### config.mk
export PLATFORM = sky130hd
export DESIGN_NAME = timer_irq_flags_pwm_control
export DESIGN_NICKNAME = d
export VERILOG_FILES = /design/src/rtl/timer_pkg.sv /design/src/rtl/pwm_cfg_if.sv /design/src/rtl/prescaler_taps.sv /design/src/rtl/pwm_channel.sv /design/src/rtl/timer_irq_flags_pwm_control.sv
export SDC_FILE = /design/constraint.sdc
export NUM_CORES = 1
export LEC_CHECK = 0
export ABC_CLOCK_PERIOD_IN_PS = 6800
export BUFFER_PORTS_ARGS = -buffer_cell sky130_fd_sc_hd__buf_2
export CORE_MARGIN = 2
export CORE_UTILIZATION = 40
export CTS_BUF_LIST = sky130_fd_sc_hd__clkbuf_4 sky130_fd_sc_hd__clkbuf_8
export CTS_CLUSTER_SIZE = 10
export DETAILED_ROUTE_END_ITERATION = 8
export SYNTH_ARGS = -nofsm -noshare
export SYNTH_HDL_FRONTEND = slang
export SYNTH_SLANG_ARGS = --single-unit
### constraint.sdc
create_clock -name core_clk -period 6.8 [get_ports core_clk]
set_clock_uncertainty 0.1 [all_clocks]
set_input_delay 0.34 -clock core_clk [delete_from_list [all_inputs] [get_ports core_clk]]
set_output_delay 0.34 -clock core_clk [all_outputs]
set_load 0.05 [all_outputs]
### src/rtl/timer_pkg.sv
// Contract
// Shared channel four/five requests interrupt when enabled and flagged.
// Compare channels 1..4 request interrupt when enabled and flagged.
// Capture channels 1..3 request interrupt when enabled and flagged.
// Counter overflow requests interrupt when enabled and flagged.
// Accumulator overflow requests interrupt when enabled and flagged.
// Accumulator input requests interrupt when enabled and flagged.
// Compare clock output enable puts main counter clock on compare one.
// Main clock select: system clock divided 4..256, code 111 external pin.
// A flag with its enable cleared produces no request.
// Shared flag sets on compare five match or shared pin edge.
// Compare flag sets whenever main counter equals that channel's value.
// Capture flag sets on the configured edge at its pin.
// Overflow flag sets when main counter wraps from all ones to zero.
// Accumulator overflow flag sets when 8-bit accumulator wraps to zero.
// Accumulator input flag: active edge in event mode, gate end in gated.
// Force-compare write of 1 performs pin action without setting the flag.
// Force enable A drives force level A, overriding PWM and clock output.
// Force enable B drives force level B instead of the PWM wave.
// PWM clock output with A force off drives main counter clock on A.
// PWM clock select: system clock divided 2..128, code 111 external pin.
// PWM A period is 256 increments, or 32768 when slow selected.
// PWM B period is 256 increments, or 32768 when slow selected.
// Force level 1 drives high, 0 drives low while forcing.
// Shared select 1 makes capture four, 0 makes compare five.
// Duty 0x00 stays low, 0x80 half high, 0xff high 255 of 256.
// Flags stay set until software clears them, withdrawing the request.
package timer_pkg;
  localparam int ADDR_W = 8;
  localparam int DATA_W = 16;
  localparam int PRESCALE_W = 9;
  localparam logic [7:0] OFS_MASK = 8'h00;
  localparam logic [7:0] OFS_FLAGS = 8'h04;
  localparam logic [7:0] OFS_FORCE = 8'h08;
  localparam logic [7:0] OFS_ACCUM_CTL = 8'h0c;
  localparam logic [7:0] OFS_CMP_MODE = 8'h10;
  localparam logic [7:0] OFS_CAP_EDGE = 8'h14;
  localparam logic [7:0] OFS_MAIN_CNT = 8'h18;
  localparam logic [7:0] OFS_CMP_BASE = 8'h1c;
  localparam logic [7:0] OFS_CMP_LAST = 8'h2c;
  localparam logic [7:0] OFS_PWM_DUTY = 8'h30;
  localparam logic [7:0] OFS_PWM_CNT = 8'h34;
  localparam logic [7:0] OFS_ACCUM_CNT = 8'h38;
  // Flag and mask register layout
  localparam int F_SHARED = 15;
  localparam int F_CMP_LO = 11;
  localparam int F_CAP_LO = 8;
  localparam int F_OVF = 7;
  localparam int F_AOVF = 5;
  localparam int F_AIN = 4;
  localparam int M_CLK_OUT = 3;
  localparam int M_CSEL_LO = 0;
  localparam logic [15:0] FLAG_BITS = 16'hffb0;
  localparam logic [15:0] MASK_BITS = 16'hffbf;
  // Force / PWM control layout
  localparam int C_FORCE_LO = 11;
  localparam int C_FEN_A = 10;
  localparam int C_FEN_B = 9;
  localparam int C_PCLK_OUT = 8;
  localparam int C_PSEL_LO = 4;
  localparam int C_SLOW_A = 3;
  localparam int C_SLOW_B = 2;
  localparam int C_FLVL_A = 1;
  localparam int C_FLVL_B = 0;
  localparam logic [15:0] CTRL_BITS = 16'h077f;
  // Accumulator control layout
  localparam int A_SEL = 6;
  localparam int A_EN = 5;
  localparam int A_MODE = 4;
  localparam int A_EDGE = 3;
  localparam int A_CLK_LO = 0;
  localparam logic [15:0] ACC_BITS = 16'h007b;
  localparam logic [15:0] RESET_ZERO = 16'h0000;
  localparam logic [15:0] CMP_RESET = 16'hffff;
  localparam logic [15:0] CNT_TOP = 16'hffff;
  localparam logic [7:0] ACC_TOP = 8'hff;
  localparam logic [2:0] SEL_EXT = 3'h7;
  localparam int SLOW_SHIFT = 7;
  typedef enum logic [1:0] {
    ACT_NONE, ACT_TOGGLE, ACT_CLEAR, ACT_SET
  } cmp_action_t;
endpackage

### src/rtl/pwm_cfg_if.sv
`timescale 1ns/1ps
interface pwm_cfg_if;
  logic [15:0] count;
  logic [7:0] duty;
  logic slow;
  logic force_en;
  logic force_level;
  logic clk_out_en;
  logic clk_level;
  modport source(output count, duty, slow, force_en, force_level,
    clk_out_en, clk_level);
  modport sink(input count, duty, slow, force_en, force_level,
    clk_out_en, clk_level);
endinterface

### src/rtl/prescaler_taps.sv
`timescale 1ns/1ps
module prescaler_taps #(
  parameter int WIDTH = 9
) (
  input wire logic core_clk,
  input wire logic nrst,
  output logic [WIDTH-1:0] tick
);
  logic [WIDTH-1:0] count_reg;

  always_ff @(posedge core_clk or negedge nrst) begin
    if (!nrst) begin
      count_reg <= '0;
    end else begin
      count_reg <= count_reg + WIDTH'(1);
    end
  end

  // Tap k pulses once every 2^(k+1) system clocks
  for (genvar k = 0; k < WIDTH; k++) begin : g_tap
    assign tick[k] = &count_reg[k:0];
  end
endmodule // prescaler_taps

### src/rtl/pwm_channel.sv
`timescale 1ns/1ps
module pwm_channel (
  input wire logic core_clk,
  input wire logic nrst,
  pwm_cfg_if.sink cfg,
  output logic pin
);
  logic [7:0] phase;
  logic wave;

  // Slow period takes the upper byte of a 15-bit span
  assign phase = cfg.slow ? cfg.count[timer_pkg::SLOW_SHIFT +: 8]
                          : cfg.count[7:0];
  assign wave = phase < cfg.duty;

  always_ff @(posedge core_clk or negedge nrst) begin
    if (!nrst) begin
      pin <= 1'b0;
    end else if (cfg.force_en) begin
      pin <= cfg.force_level;
    end else if (cfg.clk_out_en) begin
      pin <= cfg.clk_level;
    end else begin
      pin <= wave;
    end
  end
endmodule // pwm_channel

### src/rtl/timer_irq_flags_pwm_control.sv
`timescale 1ns/1ps
module timer_irq_flags_pwm_control (
  input wire logic core_clk,
  input wire logic nrst,
  input wire logic [7:0] addr,
  input wire logic [15:0] wr_data,
  input wire logic wr_stb,
  input wire logic rd_stb,
  output logic [15:0] rd_data,
  input wire logic [2:0] capture_pins,
  input wire logic shared_pin_in,
  input wire logic accum_input_pin,
  input wire logic ext_clock_pin,
  output logic [4:0] compare_pins,
  output logic shared_pin_oe,
  output logic pwm_out_a,
  output logic pwm_out_b,
  output logic irq_req
);
  logic [5:0] pin_meta_reg;
  logic [5:0] pin_sync_reg;
  logic [5:0] pin_prev_reg;
  logic [15:0] mask_reg;
  logic [15:0] flags_reg;
  logic [15:0] ctrl_reg;
  logic [15:0] accum_ctl_reg;
  logic [9:0] cmp_mode_reg;
  logic [7:0] cap_edge_reg;
  logic [15:0] main_cnt_reg;
  logic [15:0] cmp_val_reg [5];
  logic [7:0] duty_a_reg;
  logic [7:0] duty_b_reg;
  logic [15:0] pwm_cnt_reg;
  logic [7:0] accum_cnt_reg;
  logic cnt_moved_reg;
  logic main_clk_reg;
  logic gate_open_reg;
  logic [4:0] cmp_pin_reg;
  logic [15:0] rd_next;
  logic [15:0] flag_set;
  logic [15:0] flag_clr;
  logic [timer_pkg::PRESCALE_W-1:0] pre_tick;
  logic ext_rise;
  logic main_tick;
  logic pwm_tick;
  logic gated_clk;
  logic ovf_ev;
  logic [4:0] cmp_hit;
  logic [3:0] cap_hit;
  logic [4:0] force_cmp;
  logic shared_sel;
  logic acc_en;
  logic acc_mode;
  logic acc_edge;
  logic active_edge;
  logic gate_open;
  logic acc_inc;
  logic aovf_ev;
  logic ain_ev;
  logic [2:0] csel;
  logic [2:0] psel;
  logic [3:0] cap_cur;
  logic [3:0] cap_old;
  logic acc_cur;
  logic acc_old;

  pwm_cfg_if cfg_a ();
  pwm_cfg_if cfg_b ();

  prescaler_taps #(
    .WIDTH(timer_pkg::PRESCALE_W)
  ) u_prescaler (
    .core_clk(core_clk),
    .nrst(nrst),
    .tick(pre_tick)
  );

  pwm_channel u_pwm_a (
    .core_clk(core_clk),
    .nrst(nrst),
    .cfg(cfg_a.sink),
    .pin(pwm_out_a)
  );

  pwm_channel u_pwm_b (
    .core_clk(core_clk),
    .nrst(nrst),
    .cfg(cfg_b.sink),
    .pin(pwm_out_b)
  );

  // Pin order: ext clock, accumulator, shared, capture 3..1
  always_ff @(posedge core_clk or negedge nrst) begin
    if (!nrst) begin
      pin_meta_reg <= '0;
      pin_sync_reg <= '0;
      pin_prev_reg <= '0;
    end else begin
      pin_meta_reg <= {ext_clock_pin, accum_input_pin, shared_pin_in,
                       capture_pins};
      pin_sync_reg <= pin_meta_reg;
      pin_prev_reg <= pin_sync_reg;
    end
  end

  assign ext_rise = pin_sync_reg[5] & ~pin_prev_reg[5];
  assign acc_cur = pin_sync_reg[4];
  assign acc_old = pin_prev_reg[4];
  assign cap_cur = pin_sync_reg[3:0];
  assign cap_old = pin_prev_reg[3:0];

  assign csel = mask_reg[timer_pkg::M_CSEL_LO +: 3];
  assign psel = ctrl_reg[timer_pkg::C_PSEL_LO +: 3];
  assign shared_sel = accum_ctl_reg[timer_pkg::A_SEL];
  assign acc_en = accum_ctl_reg[timer_pkg::A_EN];
  assign acc_mode = accum_ctl_reg[timer_pkg::A_MODE];
  assign acc_edge = accum_ctl_reg[timer_pkg::A_EDGE];

  // Divide-by-4 sits on tap 1, each code doubles it
  assign main_tick = (csel == timer_pkg::SEL_EXT) ? ext_rise
                   : pre_tick[csel + 3'h1];
  assign pwm_tick = (psel == timer_pkg::SEL_EXT) ? ext_rise
                  : pre_tick[psel];

  assign ovf_ev = main_tick && (main_cnt_reg == timer_pkg::CNT_TOP);

  // Compare sees the counter one cycle after it moved
  for (genvar i = 0; i < 5; i++) begin : g_cmp
    assign cmp_hit[i] = cnt_moved_reg
                        && (main_cnt_reg == cmp_val_reg[i]);
    assign force_cmp[i] = wr_stb && (addr == timer_pkg::OFS_FORCE)
                          && wr_data[timer_pkg::C_FORCE_LO + i];
  end

  for (genvar i = 0; i < 4; i++) begin : g_cap
    logic [1:0] edge_cfg;
    assign edge_cfg = cap_edge_reg[2*i +: 2];
    assign cap_hit[i] = (edge_cfg[0] & cap_cur[i] & ~cap_old[i])
                      | (edge_cfg[1] & ~cap_cur[i] & cap_old[i]);
  end

  // Edge bit picks rising when set; in gated mode it names the blocking level
  assign active_edge = acc_edge ? (acc_cur & ~acc_old)
                                : (~acc_cur & acc_old);
  assign gate_open = acc_cur ^ acc_edge;

  always_comb begin
    unique case (accum_ctl_reg[timer_pkg::A_CLK_LO +: 2])
      2'h0: gated_clk = pre_tick[timer_pkg::PRESCALE_W-1];
      2'h1: gated_clk = main_tick;
      2'h2: gated_clk = ovf_ev;
      2'h3: gated_clk = ext_rise;
    endcase
  end

  assign acc_inc = acc_en && (acc_mode ? (gate_open && gated_clk)
                                       : active_edge);
  assign aovf_ev = acc_inc && (accum_cnt_reg == timer_pkg::ACC_TOP);
  assign ain_ev = acc_en && (acc_mode ? (gate_open_reg && !gate_open)
                                      : active_edge);

  always_comb begin
    flag_set = '0;
    flag_set[timer_pkg::F_SHARED] = shared_sel ? cap_hit[3]
                                               : cmp_hit[4];
    flag_set[timer_pkg::F_CMP_LO +: 4] = cmp_hit[3:0];
    flag_set[timer_pkg::F_CAP_LO +: 3] = cap_hit[2:0];
    flag_set[timer_pkg::F_OVF] = ovf_ev;
    flag_set[timer_pkg::F_AOVF] = aovf_ev;
    flag_set[timer_pkg::F_AIN] = ain_ev;
  end

  assign flag_clr = (wr_stb && addr == timer_pkg::OFS_FLAGS)
                    ? (wr_data & timer_pkg::FLAG_BITS) : '0;

  // A set in the clearing cycle survives
  always_ff @(posedge core_clk or negedge nrst) begin
    if (!nrst) begin
      flags_reg <= timer_pkg::RESET_ZERO;
    end else begin
      flags_reg <= (flags_reg & ~flag_clr) | flag_set;
    end
  end

  always_ff @(posedge core_clk or negedge nrst) begin
    if (!nrst) begin
      irq_req <= 1'b0;
    end else begin
      irq_req <= |(flags_reg & mask_reg
                   & timer_pkg::FLAG_BITS);
    end
  end

  always_ff @(posedge core_clk or negedge nrst) begin
    if (!nrst) begin
      mask_reg <= timer_pkg::RESET_ZERO;
      ctrl_reg <= timer_pkg::RESET_ZERO;
      accum_ctl_reg <= timer_pkg::RESET_ZERO;
      cmp_mode_reg <= '0;
      cap_edge_reg <= '0;
      duty_a_reg <= '0;
      duty_b_reg <= '0;
    end else if (wr_stb) begin
      unique case (addr)
        timer_pkg::OFS_MASK: mask_reg <= wr_data & timer_pkg::MASK_BITS;
        timer_pkg::OFS_FORCE: ctrl_reg <= wr_data & timer_pkg::CTRL_BITS;
        timer_pkg::OFS_ACCUM_CTL: begin
          accum_ctl_reg <= wr_data & timer_pkg::ACC_BITS;
        end
        timer_pkg::OFS_CMP_MODE: cmp_mode_reg <= wr_data[9:0];
        timer_pkg::OFS_CAP_EDGE: cap_edge_reg <= wr_data[7:0];
        timer_pkg::OFS_PWM_DUTY: begin
          duty_a_reg <= wr_data[15:8];
          duty_b_reg <= wr_data[7:0];
        end
        default: ;
      endcase
    end
  end

  always_ff @(posedge core_clk or negedge nrst) begin
    if (!nrst) begin
      for (int i = 0; i < 5; i++) begin
        cmp_val_reg[i] <= timer_pkg::CMP_RESET;
      end
    end else begin
      for (int i = 0; i < 5; i++) begin
        if (wr_stb && addr == timer_pkg::OFS_CMP_BASE + 8'(4 * i)) begin
          cmp_val_reg[i] <= wr_data;
        end
      end
    end
  end

  always_ff @(posedge core_clk or negedge nrst) begin
    if (!nrst) begin
      main_cnt_reg <= '0;
      cnt_moved_reg <= 1'b0;
      main_clk_reg <= 1'b0;
    end else begin
      cnt_moved_reg <= main_tick;
      if (main_tick) begin
        main_cnt_reg <= main_cnt_reg + 16'h0001;
        main_clk_reg <= ~main_clk_reg;
      end
    end
  end

  always_ff @(posedge core_clk or negedge nrst) begin
    if (!nrst) begin
      pwm_cnt_reg <= '0;
    end else if (pwm_tick) begin
      pwm_cnt_reg <= pwm_cnt_reg + 16'h0001;
    end
  end

  always_ff @(posedge core_clk or negedge nrst) begin
    if (!nrst) begin
      accum_cnt_reg <= '0;
      gate_open_reg <= 1'b0;
    end else begin
      gate_open_reg <= gate_open;
      if (acc_inc) begin
        accum_cnt_reg <= accum_cnt_reg + 8'h01;
      end
    end
  end

  // Match and force both apply the programmed action; only a match flags
  always_ff @(posedge core_clk or negedge nrst) begin
    if (!nrst) begin
      cmp_pin_reg <= '0;
    end else begin
      for (int i = 0; i < 5; i++) begin
        if ((cmp_hit[i] || force_cmp[i]) && !(i == 4 && shared_sel)) begin
          unique case (timer_pkg::cmp_action_t'(cmp_mode_reg[2*i +: 2]))
            timer_pkg::ACT_NONE: ;
            timer_pkg::ACT_TOGGLE: cmp_pin_reg[i] <= ~cmp_pin_reg[i];
            timer_pkg::ACT_CLEAR: cmp_pin_reg[i] <= 1'b0;
            timer_pkg::ACT_SET: cmp_pin_reg[i] <= 1'b1;
          endcase
        end
      end
    end
  end

  always_ff @(posedge core_clk or negedge nrst) begin
    if (!nrst) begin
      compare_pins <= '0;
      shared_pin_oe <= 1'b0;
    end else begin
      compare_pins[4:1] <= cmp_pin_reg[4:1];
      compare_pins[0] <= mask_reg[timer_pkg::M_CLK_OUT] ? main_clk_reg
                                                        : cmp_pin_reg[0];
      shared_pin_oe <= !shared_sel;
    end
  end

  assign cfg_a.count = pwm_cnt_reg;
  assign cfg_a.duty = duty_a_reg;
  assign cfg_a.slow = ctrl_reg[timer_pkg::C_SLOW_A];
  assign cfg_a.force_en = ctrl_reg[timer_pkg::C_FEN_A];
  assign cfg_a.force_level = ctrl_reg[timer_pkg::C_FLVL_A];
  assign cfg_a.clk_out_en = ctrl_reg[timer_pkg::C_PCLK_OUT];
  assign cfg_a.clk_level = main_clk_reg;
  assign cfg_b.count = pwm_cnt_reg;
  assign cfg_b.duty = duty_b_reg;
  assign cfg_b.slow = ctrl_reg[timer_pkg::C_SLOW_B];
  assign cfg_b.force_en = ctrl_reg[timer_pkg::C_FEN_B];
  assign cfg_b.force_level = ctrl_reg[timer_pkg::C_FLVL_B];
  assign cfg_b.clk_out_en = 1'b0;
  assign cfg_b.clk_level = 1'b0;

  always_comb begin
    rd_next = '0;
    if (addr >= timer_pkg::OFS_CMP_BASE && addr <= timer_pkg::OFS_CMP_LAST
        && addr[1:0] == 2'h0) begin
      rd_next = cmp_val_reg[3'((addr - timer_pkg::OFS_CMP_BASE) >> 2)];
    end else begin
      unique case (addr)
        timer_pkg::OFS_MASK: rd_next = mask_reg;
        timer_pkg::OFS_FLAGS: rd_next = flags_reg;
        timer_pkg::OFS_FORCE: rd_next = ctrl_reg;
        timer_pkg::OFS_ACCUM_CTL: rd_next = accum_ctl_reg;
        timer_pkg::OFS_CMP_MODE: rd_next = {6'h00, cmp_mode_reg};
        timer_pkg::OFS_CAP_EDGE: rd_next = {8'h00, cap_edge_reg};
        timer_pkg::OFS_MAIN_CNT: rd_next = main_cnt_reg;
        timer_pkg::OFS_PWM_DUTY: rd_next = {duty_a_reg, duty_b_reg};
        timer_pkg::OFS_PWM_CNT: rd_next = pwm_cnt_reg;
        timer_pkg::OFS_ACCUM_CNT: rd_next = {8'h00, accum_cnt_reg};
        default: rd_next = '0;
      endcase
    end
  end

  always_ff @(posedge core_clk or negedge nrst) begin
    if (!nrst) begin
      rd_data <= '0;
    end else begin
      rd_data <= rd_stb ? rd_next : 16'h0000;
    end
  end
endmodule // timer_irq_flags_pwm_control

# Word-level counts from Yosys, hierarchy flattened
# Cells that the tools add are included.
# W data, S select, Z words.
dict set report classes {
  n_mul 0
  add_sub_neg 6
  mux 29
  eq_ne 41
  div_mod_pow 0
  reduce_logical 61
  bitwise 46
  shifts 0
  n_lt_le_gt_ge 7
}
# operator count
set op_table {}
lappend op_table {{$pmux W16 S10} 1}
lappend op_table {{$eq A16 B16 Y1} 5}
lappend op_table {{$mux W16} 5}
lappend op_table {{$eq A8 B6 Y1 const B} 7}
lappend op_table {{$bmux W16 S3} 1}
lappend op_table {{$add A16 B1 Y16 const B} 2}
lappend op_table {{$and A16 B16 Y16} 2}
lappend op_table {{$eq A8 B5 Y1 const B} 4}
lappend op_table {{$logic_and A1 B1 Y1} 26}
lappend op_table {{$eq A2 B2 Y1 const B} 12}
lappend op_table {{$reduce_and A2 Y1} 12}
lappend op_table {{$and A1 B1 Y1} 19}
lappend op_table {{$not A1 Y1} 17}
lappend op_table {{$eq A16 B16 Y1 const B} 1}
lappend op_table {{$eq A8 B4 Y1 const B} 2}
lappend op_table {{$lt A8 B8 Y1} 2}
lappend op_table {{$mux W8} 2}
lappend op_table {{$not A16 Y16} 1}
lappend op_table {{$or A16 B16 Y16} 1}
lappend op_table {{$pmux W1 S3} 5}
lappend op_table {{$reduce_bool A3 Y1} 5}
lappend op_table {{$eq A2 B1 Y1 const B} 6}
lappend op_table {{$mux W1} 12}
lappend op_table {{$reduce_or A11 Y1} 1}
lappend op_table {{other kinds (27)} 39}
dict set report word_totals {
  memories 0
  elab_cells 224
  ram_bits 0
  mem_bits_ro 0
  output_inout_bits 25
  latch_bits 0
  ff_bits 261
  inputBits 34
}

# Logic depth before layout (Yosys ltp)
# Gate-level depths: netlist of the first run.
dict set report logic_depth {
  word_depth 11
  ltp_mapped 11
  ltp_nobuf 10
}

# By module
# From an unflattened synthesis of the first run, not the netlist that was laid out.
dict set report hier_totals {
  cells_unflattened 1113
  hier_area_um2 13165.1
}
# module cells_each area_each_um2 seq_area_each_um2 n_inst
set modules_own_cells {}
lappend modules_own_cells {timer_irq_flags_pwm_control 1012 12120.4 6231.0 1}
lappend modules_own_cells {pwm_channel 37 332.8 25.0 2}
lappend modules_own_cells {prescaler_taps 27 379.1 225.2 1}

# Worst setup path before layout of the first run
# Ideal clock, no wire load.
dict set report synth_timing {
  path_kind {input-to-reg}
  from {in addr[2]}
  to {reg rd_data[0]}
  path_stages 8
  arrival_time_ns 2.312
  path_slack_ns 4.262
  setup_time_ns 0.126
  cell_sequence {buf_2 -> inv_1 -> ha_1 -> clkbuf_1 -> clkbuf_1 -> mux4_2 -> a221o_1 -> o311a_1}
}
dict set report synth_between {
  elab_chain_len 7
  elab_cells_between_ends 22
}
# item line_no
set synth_rtl {}
lappend synth_rtl {{start, declared} timer_irq_flags_pwm_control.sv:5} ;# input wire logic [7:0] addr,
lappend synth_rtl {{$sub A5 B5 Y5} timer_irq_flags_pwm_control.sv:318} ;# rd_next = cmp_val_reg[3'((addr - timer_pkg::OFS_CMP_BASE) >> 2)];
lappend synth_rtl {{$not A3 Y4 (implied by the code)} timer_irq_flags_pwm_control.sv:318}
lappend synth_rtl {{$bmux W16 S3} timer_irq_flags_pwm_control.sv:318}
lappend synth_rtl {{$mux W16 (implied by the code) (2 in series)} timer_irq_flags_pwm_control.sv:318}
lappend synth_rtl {{$mux W16 *} timer_irq_flags_pwm_control.sv:316} ;# if (addr >= timer_pkg::OFS_CMP_BASE && addr <= timer_pkg::OFS_CMP_LAST
lappend synth_rtl {{$mux W16 *} timer_irq_flags_pwm_control.sv:340} ;# rd_data <= rd_stb ? rd_next : 16'h0000;
lappend synth_rtl {{end signal, assigned} timer_irq_flags_pwm_control.sv:340}
lappend synth_rtl {{end, declared} timer_irq_flags_pwm_control.sv:9} ;# output logic [15:0] rd_data,
# Mark *: on every way between the ends. The rest lies on a longest branch, timed or not. The select of a mux whose other input is x is not followed.
# A chain may end at the register's enable or synchronous reset.

# Worst setup path in the final report of the first run
dict set report layout_timing {
  from {reg u_prescaler.count_reg[2]}
  to {reg accum_cnt_reg[1]}
}
dict set report layout_between {
  elab_chain_len 9
  elab_cells_between_ends 15
}
# item line_no
set layout_rtl {}
lappend layout_rtl {{start, declared} prescaler_taps.sv:9} ;# logic [WIDTH-1:0] count_reg;
lappend layout_rtl {{start signal, assigned} prescaler_taps.sv:15} ;# count_reg <= count_reg + WIDTH'(1);
lappend layout_rtl {{$reduce_and A8 Y1, or another cell as far along} prescaler_taps.sv:21} ;# assign tick[k] = &count_reg[k:0];
lappend layout_rtl {{$bmux W1 S3} timer_irq_flags_pwm_control.sv:121} ;# : pre_tick[csel + 3'h1];
lappend layout_rtl {{$mux W1 (implied by the code)} timer_irq_flags_pwm_control.sv:121}
lappend layout_rtl {{$mux W1} timer_irq_flags_pwm_control.sv:120} ;# assign main_tick = (csel == timer_pkg::SEL_EXT) ? ext_rise
lappend layout_rtl {{$logic_and A1 B1 Y1} timer_irq_flags_pwm_control.sv:125} ;# assign ovf_ev = main_tick && (main_cnt_reg == timer_pkg::CNT_TOP);
lappend layout_rtl {{$pmux W1 S4 *} timer_irq_flags_pwm_control.sv:148} ;# unique case (accum_ctl_reg[timer_pkg::A_CLK_LO +: 2])
lappend layout_rtl {{$logic_and A1 B1 Y1 *} timer_irq_flags_pwm_control.sv:156} ;# assign acc_inc = acc_en && (acc_mode ? (gate_open && gated_clk)
lappend layout_rtl {{$mux W1 *} timer_irq_flags_pwm_control.sv:156}
lappend layout_rtl {{$logic_and A1 B1 Y1 *} timer_irq_flags_pwm_control.sv:156}
lappend layout_rtl {{end signal, assigned} timer_irq_flags_pwm_control.sv:264} ;# accum_cnt_reg <= accum_cnt_reg + 8'h01;
lappend layout_rtl {{end, declared} timer_irq_flags_pwm_control.sv:34} ;# logic [7:0] accum_cnt_reg;
# Marked as above.

==> impl_metrics.tcl, run 1 <==
set metrics [dict create \
    maxSlewViolCount 0 \
    initial_core_util 0.405 \
    die_x_um 186 \
    post_cts_buffers 0 \
    largest_reg_flops 80 \
    outcome "finished clean" \
    max_freq_ghz 0.342 \
    wirelength_mm 39.6 \
    dpl.hpwl_mm 28.9 \
    synth_edf_count 0 \
    crit_type "reg -> reg" \
    cts_tree "yes" \
    yosysSeqAreaShare 0.493 \
    dpl_cell_area_um2 13700 \
    gr-total-overflow 0 \
    arrival_ns 3.30 \
    clk_latency_ns 0.61 \
    cp-start-kind "flop" \
    cp_slowest_cell "dfrtp_1" \
    critical_path_required_ns 7.17 \
    routabilityCongestion 0.951 \
    p_comb_frac 0.156 \
    postRouteAntennaNets 0 \
    internal_power_mw 2.81 \
    cts_root_buffer "clkbuf_8" \
    core_um2 32500 \
    io_pins 59 \
    rows 66 \
    tightest_slew_ns 1.08 \
    synthFlopType "dfrtp_1" \
    grt_pass1_vias 9500 \
    n_fill_cell 3097 \
    switching_share 0.303 \
    ir_drop_mv 0.178 \
    drc 0 \
    synth_top_area_cell "dfrtp_1" \
    syn_nets 1180 \
    critPathMaxStageDelay_ns 0.50 \
    p_clk_frac 0.384 \
    htree_levels 2 \
    clockBufferDepth 3 \
    synth_top_area_frac 0.334 \
    fin_crit_ns 2.93 \
    yosys_warnings 0 \
    antenna_found_initial 1 \
    async_reset_ff_frac 1.00 \
    synthTopCellsByArea "dfrtp_1 33%, dfstp_2 16%, mux2_2 13%" \
    worstPathCellList "nand3_2 > or2_2 > nor2_1 > ha_1 > o311ai_1 > a21boi_0 > o21ai_1 > o21ai_4 > mux2_1" \
    rsz0062_at_grt "false" \
    avgSynthCellArea_um2 11.8 \
    die_y_um 186 \
    hold_viol 0 \
    syn_inst 1120 \
    yosys_register_bits 256 \
    dieArea_um2 34400 \
    cts_resized 0 \
    end_kind "flop" \
    min_path_type "in -> reg" \
    grt_pass1_wl_mm 60.1 \
    stdcell_area_um2 14800 \
    total_power_mw 4.03 \
    netlist_area_um2 13200 \
    setup-violations-final 0 \
    finalSetupTns_ns 0 \
    viasPerCell 5.66 \
    layout-drive-gt1-share 0.345 \
    nets 1228 \
    pwr_density_cell_nw_per_um2 272 \
    drv_cap 0 \
    cts_buffers 46 \
    clk_pin_slew_ns 0.07 \
    finalCritPeriodShare 0.430 \
    dr_total_vias 9318 \
    grt_start_max_net_pins 178 \
    static-leakage-power_nw 6.45 \
    pwr-share-seq 0.460 \
    first_pass_iters 5 \
    clkSinkCount 256 \
    power.switching_mw 1.22 \
    synth_cell_type_count 74 \
    cp_max_fo 9 \
    syn_to_final_growth_pct 12.6 \
    drt_iter0_markers 839 \
    track_usage 0.236 \
    relSlewSlack 0.280 \
    diodes 0 \
    wl_per_cell_um 24.0 \
    portBuffers 58 \
]
-- layer usage --
layer | vias up | part of all wire | global-route usage
li1 | 4172 | - | -
met4 | 0 | 0.038 | 0.0939
met5 | - | 0 | 0
met2 | 323 | 0.45 | 0.363
met3 | 90 | 0.065 | 0.0419
met1 | 4733 | 0.44 | 0.331
-- power groups by stage --
stage / Clock (mW) / Combinational [mW] / Sequential [mW]
finish: 1.55 / 0.630 / 1.86
CTS: 1.59 / 0.636 / 1.85
detailed placement: 0 / 0.628 / 1.87
global route: 1.66 / 0.697 / 1.87
floorplan: 0 / 0.481 / 1.78
global placement: 0 / 0.619 / 1.87
-- metrics by stage --
stage,instances,hold slack (ns),setup WS [ns],util
after CTS,1647,0.0108,3.89,0.456
after floorplan,1120,-0.0556,4.26,-
after global placement,1550,0.235,3.41,0.422
after detailed placement,1550,0.237,3.42,0.422
final,1647,0.0385,3.87,0.456
after global routing,1647,0.0336,3.69,0.456
-- cell families after synthesis --
| group | Yosys count | share of synthesized area |
|---|---|---|
| adder cells (fa/ha/maj) | 26 | 0.0247 |
| AND/OR/NAND/NOR | 270 | 0.107 |
| buffers and inverters | 98 | 0.0331 |
| multiplexers | 178 | 0.165 |
| XOR/XNOR | 126 | 0.0837 |
| AO/OA/AOI/OAI | 166 | 0.0934 |
| flip-flops | 256 | 0.493 |
-- repair_timing --
item	CTS	global route
hold buffers	12	0
endpoints found under the hold margin	54	0
setup endpoints to repair	0	0
-- cell usage after synthesis, types with 10 or more instances --
library cell and instances:
a22oi_1 24, xnor2_1 93, xor2_1 33, mux2i_1 10, nand4_1 28, ha_1 26
a21oi_1 17, nand3_1 32, nand2_1 108, and3_1 15, clkbuf_1 35, a221oi_1 13
mux4_2 16, a221o_1 11, a31oi_1 12, a22o_1 11, mux2_2 151, nor4_1 10
buf_2 27, dfstp_2 80, dfrtp_1 176, inv_1 24, o21ai_0 31, nor2_1 26
-- worst paths after layout --
check                                          from          endpoint  slack, ns  cells after the start
min in group asynchronous                      nrst   main_cnt_reg[8]       0.22                      2
min reg2reg                         pin_meta_reg[4]   pin_sync_reg[4]       0.25                      0
min                                     wr_data[11]     flags_reg[11]       0.04                      4
max                        u_prescaler.count_reg[2]  accum_cnt_reg[1]       3.87                      9
max in group asynchronous                      nrst   cfg_a.count[11]       5.00                      3
max reg2reg                u_prescaler.count_reg[2]  accum_cnt_reg[1]       3.87                      9
-- critical path: cells and delay by family, from the launching register on --
kind / cells / cell delay (ns)
and+or+nand+nor: 3 / 0.75
AOI/OAI and AO/OA: 4 / 0.88
muxes: 1 / 0.36
DFF: 1 / 0.50
adders and majority gates: 1 / 0.21
-- placed cells by master (no fill, tap or decap), types with 3 or more instances in the layout --
cell and count:
dfrtp_1 176, mux2_2 151, nand2_1 108, xnor2_1 93, dfstp_2 80, buf_2 57, clkbuf_8 55, xor2_1 33
nand3_1 32, o21ai_0 31, nand4_1 28, nor2_1 26, ha_1 26, inv_1 24, a22oi_1 24, a21oi_1 17
clkbuf_4 17, mux4_2 16, and3_1 15, a221oi_1 13, a31oi_1 12, dlygate4sd3_1 12, a22o_1 11, a221o_1 11
mux2i_1 10, nor4_1 10, clkinv_2 9, a222oi_1 8, o21ai_1 8, and4_1 7, nand3b_1 6, and2_1 6
nor3_1 5, nand2b_1 4, nor2b_1 3, nor2_2 3, nor3_2 3, o211ai_1 3, a21boi_0 3, o31ai_1 3
-- area by class of cell --
cell class / count / area (um2) / area share
flip-flops and latches: 256 / 6510 / 0.438
multi-input cells: 766 / 6250 / 0.421
clock buffers: 72 / 885 / 0.0596
well taps: 442 / 553 / 0.0372
repair buffers: 73 / 455 / 0.0307
clock inverters: 13 / 106 / 0.00716
inverters: 25 / 96.3 / 0.00649
No activity file was read; power rests on OpenSTA's default activity.
==> run 2, diff against run 1 <==
--- a/config.mk
+++ b/config.mk
@@ -5,7 +5,7 @@
 export SDC_FILE = /design/constraint.sdc
 export NUM_CORES = 1
 export LEC_CHECK = 0
-export ABC_CLOCK_PERIOD_IN_PS = 6800
+export ABC_CLOCK_PERIOD_IN_PS = 2900
 export BUFFER_PORTS_ARGS = -buffer_cell sky130_fd_sc_hd__buf_2
 export CORE_MARGIN = 2
 export CORE_UTILIZATION = 40
==> constraint.sdc (replaced) <==
create_clock -name core_clk -period 2.9 [get_ports core_clk]
set_clock_uncertainty 0.1 [all_clocks]
set_input_delay 0.145 -clock core_clk [delete_from_list [all_inputs] [get_ports core_clk]]
set_output_delay 0.145 -clock core_clk [all_outputs]
set_load 0.05 [all_outputs]
==> impl_metrics.tcl, run 2 (synthesis gave the netlist of run 1 again) <==
set metrics [dict create \
    outcome "finished clean" \
    rows 66 \
    min_path_type "in -> async" \
    first_pass_iters 5 \
    maxSlewViolCount 0 \
    nets 1275 \
    track_usage 0.238 \
    clkSinkCount 256 \
    final_common_cell "dfrtp_1" \
    setup-violations-final 0 \
    cts_root_buffer "clkbuf_8" \
    crit_type "reg -> reg" \
    clk_latency_ns 0.58 \
    finalCritPeriodShare 0.931 \
    relSlewSlack 0.417 \
    finalSetupTns_ns 0 \
    viasPerCell 5.73 \
    setup_slack_ns 0.201 \
    pwr_density_cell_nw_per_um2 640 \
    dpl.hpwl_mm 28.9 \
    cts_buffers 47 \
    htree_levels 2 \
    hold_slack_ns 0.0903 \
    diodes 0 \
    cp-start-kind "flop" \
    fin_cells 1689 \
    critical_path_required_ns 3.24 \
    portBuffers 58 \
    end_kind "flop" \
    io_pins 59 \
    max_freq_ghz 0.371 \
    clockBufferDepth 3 \
    ir_drop_mv 0.436 \
    hold_buffers 24 \
    largest_reg_flops 80 \
    hold_viol 0 \
    post_cts_buffers 0 \
    cts_resized 0 \
    dp.cells 1584 \
    antenna_found_initial 0 \
    pre_cts_ws_ns 0.238 \
    rsz0062_at_grt "false" \
    dr_total_vias 9684 \
    stdcell_area_um2 15300 \
    tightest_slew_ns 0.872 \
    wirelength_mm 39.6 \
    ff2ff_setup_slack_ns 0.20 \
    routabilityCongestion 0.938 \
    clk_pin_slew_ns 0.06 \
    die_x_um 186 \
    drc 0 \
    drt_iter0_markers 980 \
    dpl_cell_area_um2 14000 \
    cp_max_fo 9 \
    die_y_um 186 \
    initial_core_util 0.405 \
    gr-total-overflow 0 \
    grt_pass1_wl_mm 61.0 \
    syn_to_final_growth_pct 16.1 \
    fin_crit_ns 2.70 \
    static-leakage-power_nw 6.69 \
    layout-drive-gt1-share 0.358 \
    layout_common_cells "176 x dfrtp_1, 151 x mux2_2, 108 x nand2_1" \
    postRouteAntennaNets 0 \
    dieArea_um2 34400 \
    drv_cap 0 \
    arrival_ns 3.04 \
    grt_start_max_net_pins 78 \
    cts_tree "yes" \
    grt_pass1_vias 9838 \
    wl_per_cell_um 23.5 \
    core_um2 32500 \
]
## run 2: cell types whose count changed in the layout (fill, tap and decap cells not counted), sizes merged
cell,delta
buf,+34
bufinv,+3
clkbuf,-1
clkinv,-5
clkinvlp,+2
dlygate4sd3,+12
inv,-3
## run 2: layer usage
layer | GRT usage | share of wire | up-vias
li1 | - | - | 4258
met1 | 0.327 | 0.43 | 4926
met2 | 0.378 | 0.47 | 391
met3 | 0.0407 | 0.063 | 109
met4 | 0.0866 | 0.037 | 0
met5 | 0 | 0 | -
## run 2: metrics by stage
stage	utilization	power (mW)
floorplan	-	5.30
global placement	0.430	5.89
detailed placement	0.430	5.92
CTS	0.471	9.89
global route	0.471	10.3
finish	0.471	9.80
## run 2: worst max-delay path, stage by stage (launching register included)
cell	delay, ns
dfrtp_1	0.47
nand3_2	0.20
or2_2	0.34
nor2_1	0.12
ha_1	0.17
o311ai_1	0.10
a21boi_0	0.26
o21ai_1	0.15
o21ai_4	0.31
mux2_1	0.36
## run 2: final cells by class
class,instances,area (um2)
clock inverter,10,155
fill,3021,17200
multi-input combinational,766,6250
clock buffer,71,915
inverter,25,96.3
timing repair buffer,119,843
tap,442,553
sequential,256,6510
## run 2: final timing paths
kind                                     startpoint               end  cells after the start
max in group asynchronous                      nrst   cmp_val_reg[53]                      3
min in group core_clk                 shared_pin_in   pin_meta_reg[3]                      2
hold reg to reg                     pin_meta_reg[2]   pin_sync_reg[2]                      0
setup / recovery           u_prescaler.count_reg[2]  accum_cnt_reg[1]                      9
hold / removal                                 nrst   cmp_mode_reg[4]                      2
setup reg to reg           u_prescaler.count_reg[2]  accum_cnt_reg[1]                      9
## run 2: where the power goes
part | internal [mW] | switching, mW | total, mW
Sequential | 3.87 | 0.398 | 4.27
Clock | 2.36 | 1.54 | 3.90
Combinational | 0.720 | 0.911 | 1.63
==> run 3, diff against run 2 <==
==> constraint.sdc (replaced) <==
create_clock -name core_clk -period 2.9 [get_ports core_clk]
set_clock_uncertainty 0.1 [all_clocks]
set_input_delay 0.435 -clock core_clk [delete_from_list [all_inputs] [get_ports core_clk]]
set_output_delay 0.435 -clock core_clk [all_outputs]
set_load 0.05 [all_outputs]
==> impl_metrics.tcl, run 3 (synthesis gave the netlist of run 1 again) <==
set metrics [dict create \
    outcome "finished clean" \
    nets 1264 \
    cts_buffers 45 \
    track_usage 0.242 \
    static-leakage-power_nw 6.62 \
    setup-violations-final 0 \
    portBuffers 58 \
    clkSinkCount 256 \
    drc 0 \
    end_kind "flop" \
    pre_cts_ws_ns 0.330 \
    min_path_type "in -> reg" \
    cp-start-kind "flop" \
    layout_common_cells "176 x dfrtp_1, 151 x mux2_2, 108 x nand2_1" \
    tightest_slew_ns 0.663 \
    pwr_density_cell_nw_per_um2 626 \
    ir_drop_mv 0.348 \
    max_freq_ghz 0.385 \
    rows 66 \
    routabilityCongestion 0.970 \
    setup_slack_ns 0.304 \
    relSlewSlack 0.557 \
    switching_share 0.307 \
    cts_resized 0 \
    dpl.hpwl_mm 30.1 \
    layout-drive-gt1-share 0.367 \
    arrival_ns 2.95 \
    finalSetupTns_ns 0 \
    grt_pass1_wl_mm 61.7 \
    p_clk_frac 0.374 \
    grt_pass1_vias 9715 \
    postRouteAntennaNets 0 \
    clk_pin_slew_ns 0.06 \
    hold_viol 0 \
    cp_max_fo 9 \
    worstPathCellList "ha_1 > o21ai_0 > a2111oi_1 > a221o_4 > o21ai_4 > mux2_1" \
    dieArea_um2 34400 \
    critPathMaxStageDelay_ns 0.48 \
    post_cts_buffers 0 \
    drv_cap 0 \
    die_y_um 186 \
    hold_slack_ns 0.134 \
    final_common_cell "dfrtp_1" \
    die_x_um 186 \
    grt_start_max_net_pins 77 \
    seq_area_um2 6510 \
    crit_type "reg -> reg" \
    drt_iter0_markers 836 \
    critical_path_required_ns 3.26 \
    initial_core_util 0.405 \
    cp_slowest_cell "dfrtp_1" \
    first_pass_iters 6 \
    syn_to_final_growth_pct 14.5 \
    largest_reg_flops 80 \
    rsz0062_at_grt "false" \
    maxSlewViolCount 0 \
    core_um2 32500 \
    fin_cells 1681 \
    wl_per_cell_um 24.3 \
    dr_total_vias 9674 \
    antenna_found_initial 1 \
    multi_input_area_um2 6250 \
    htree_levels 2 \
    wirelength_mm 40.8 \
    n_fill_cell 3100 \
    clk_latency_ns 0.59 \
    p_comb_frac 0.172 \
    clockBufferDepth 3 \
    viasPerCell 5.75 \
    fin_crit_ns 2.60 \
    io_pins 59 \
    pwr-share-seq 0.454 \
    cts_tree "yes" \
    dp.cells 1592 \
    power.switching_mw 2.90 \
    internal_power_mw 6.56 \
    cts_root_buffer "clkbuf_8" \
    gr-total-overflow 0 \
    finalCritPeriodShare 0.895 \
]
==> run 3: worst max-delay path: cells and delay by family (launching register included) <==
family | cells | cell delay (ns)
flops | 1 | 0.48
compound gates | 4 | 1.12
fa+ha+maj | 1 | 0.42
mux | 1 | 0.35
==> run 3: path summary, 6_finish.rpt <==
kind                                  from          endpoint  slack (ns)  cells past startpoint
max reg2reg                    mask_reg[0]  accum_cnt_reg[1]        0.30                      6
min reg2reg                pin_meta_reg[5]   pin_sync_reg[5]        0.25                      0
min                             wr_data[1]       ctrl_reg[1]        0.13                      3
min in group asynchronous             nrst   pin_meta_reg[5]        0.32                      2
max in group asynchronous             nrst    cmp_val_reg[2]        1.52                      3
max                            mask_reg[0]  accum_cnt_reg[1]        0.30                      6
==> run 3: timing repair <==
action / CTS / global route
endpoints found under the setup margin: 0 / 0
hold buffers: 7 / 0
hold endpoints to repair: 48 / 0
==> run 3: cell type report <==
cell class,instances,share of cell area
clock inverter,12,0.00597
sequential,256,0.431
clock buffer,69,0.0571
multi-input combinational,766,0.414
tap,442,0.0366
inverter,25,0.00638
antenna,1,0.000166
timing repair buffer,110,0.0494
==> run 3: per-stage QoR <==
step	area [um2]	util	total power [mW]
global placement	14100	0.433	5.94
detailed placement	14100	0.433	5.96
global route	15100	0.464	9.88
floorplan	13200	-	5.30
finish	15100	0.464	9.46
CTS	15100	0.464	9.53
==> run 3: routing by layer <==
layer  global-route usage  wire length, um  vias up
li1                     -                -     4244
met3               0.0389             2530      107
met2                0.382            18800      409
met5                    0                0        -
met1                0.335            18000     4914
met4               0.0939             1510        0
==> run 3: power groups by stage <==
stage / logic, mW / registers [mW] / clock network [mW]
detailed placement: 1.62 / 4.34 / 0
CTS: 1.63 / 4.29 / 3.61
global placement: 1.60 / 4.34 / 0
finish: 1.63 / 4.30 / 3.53
global route: 1.77 / 4.33 / 3.77
floorplan: 1.13 / 4.17 / 0
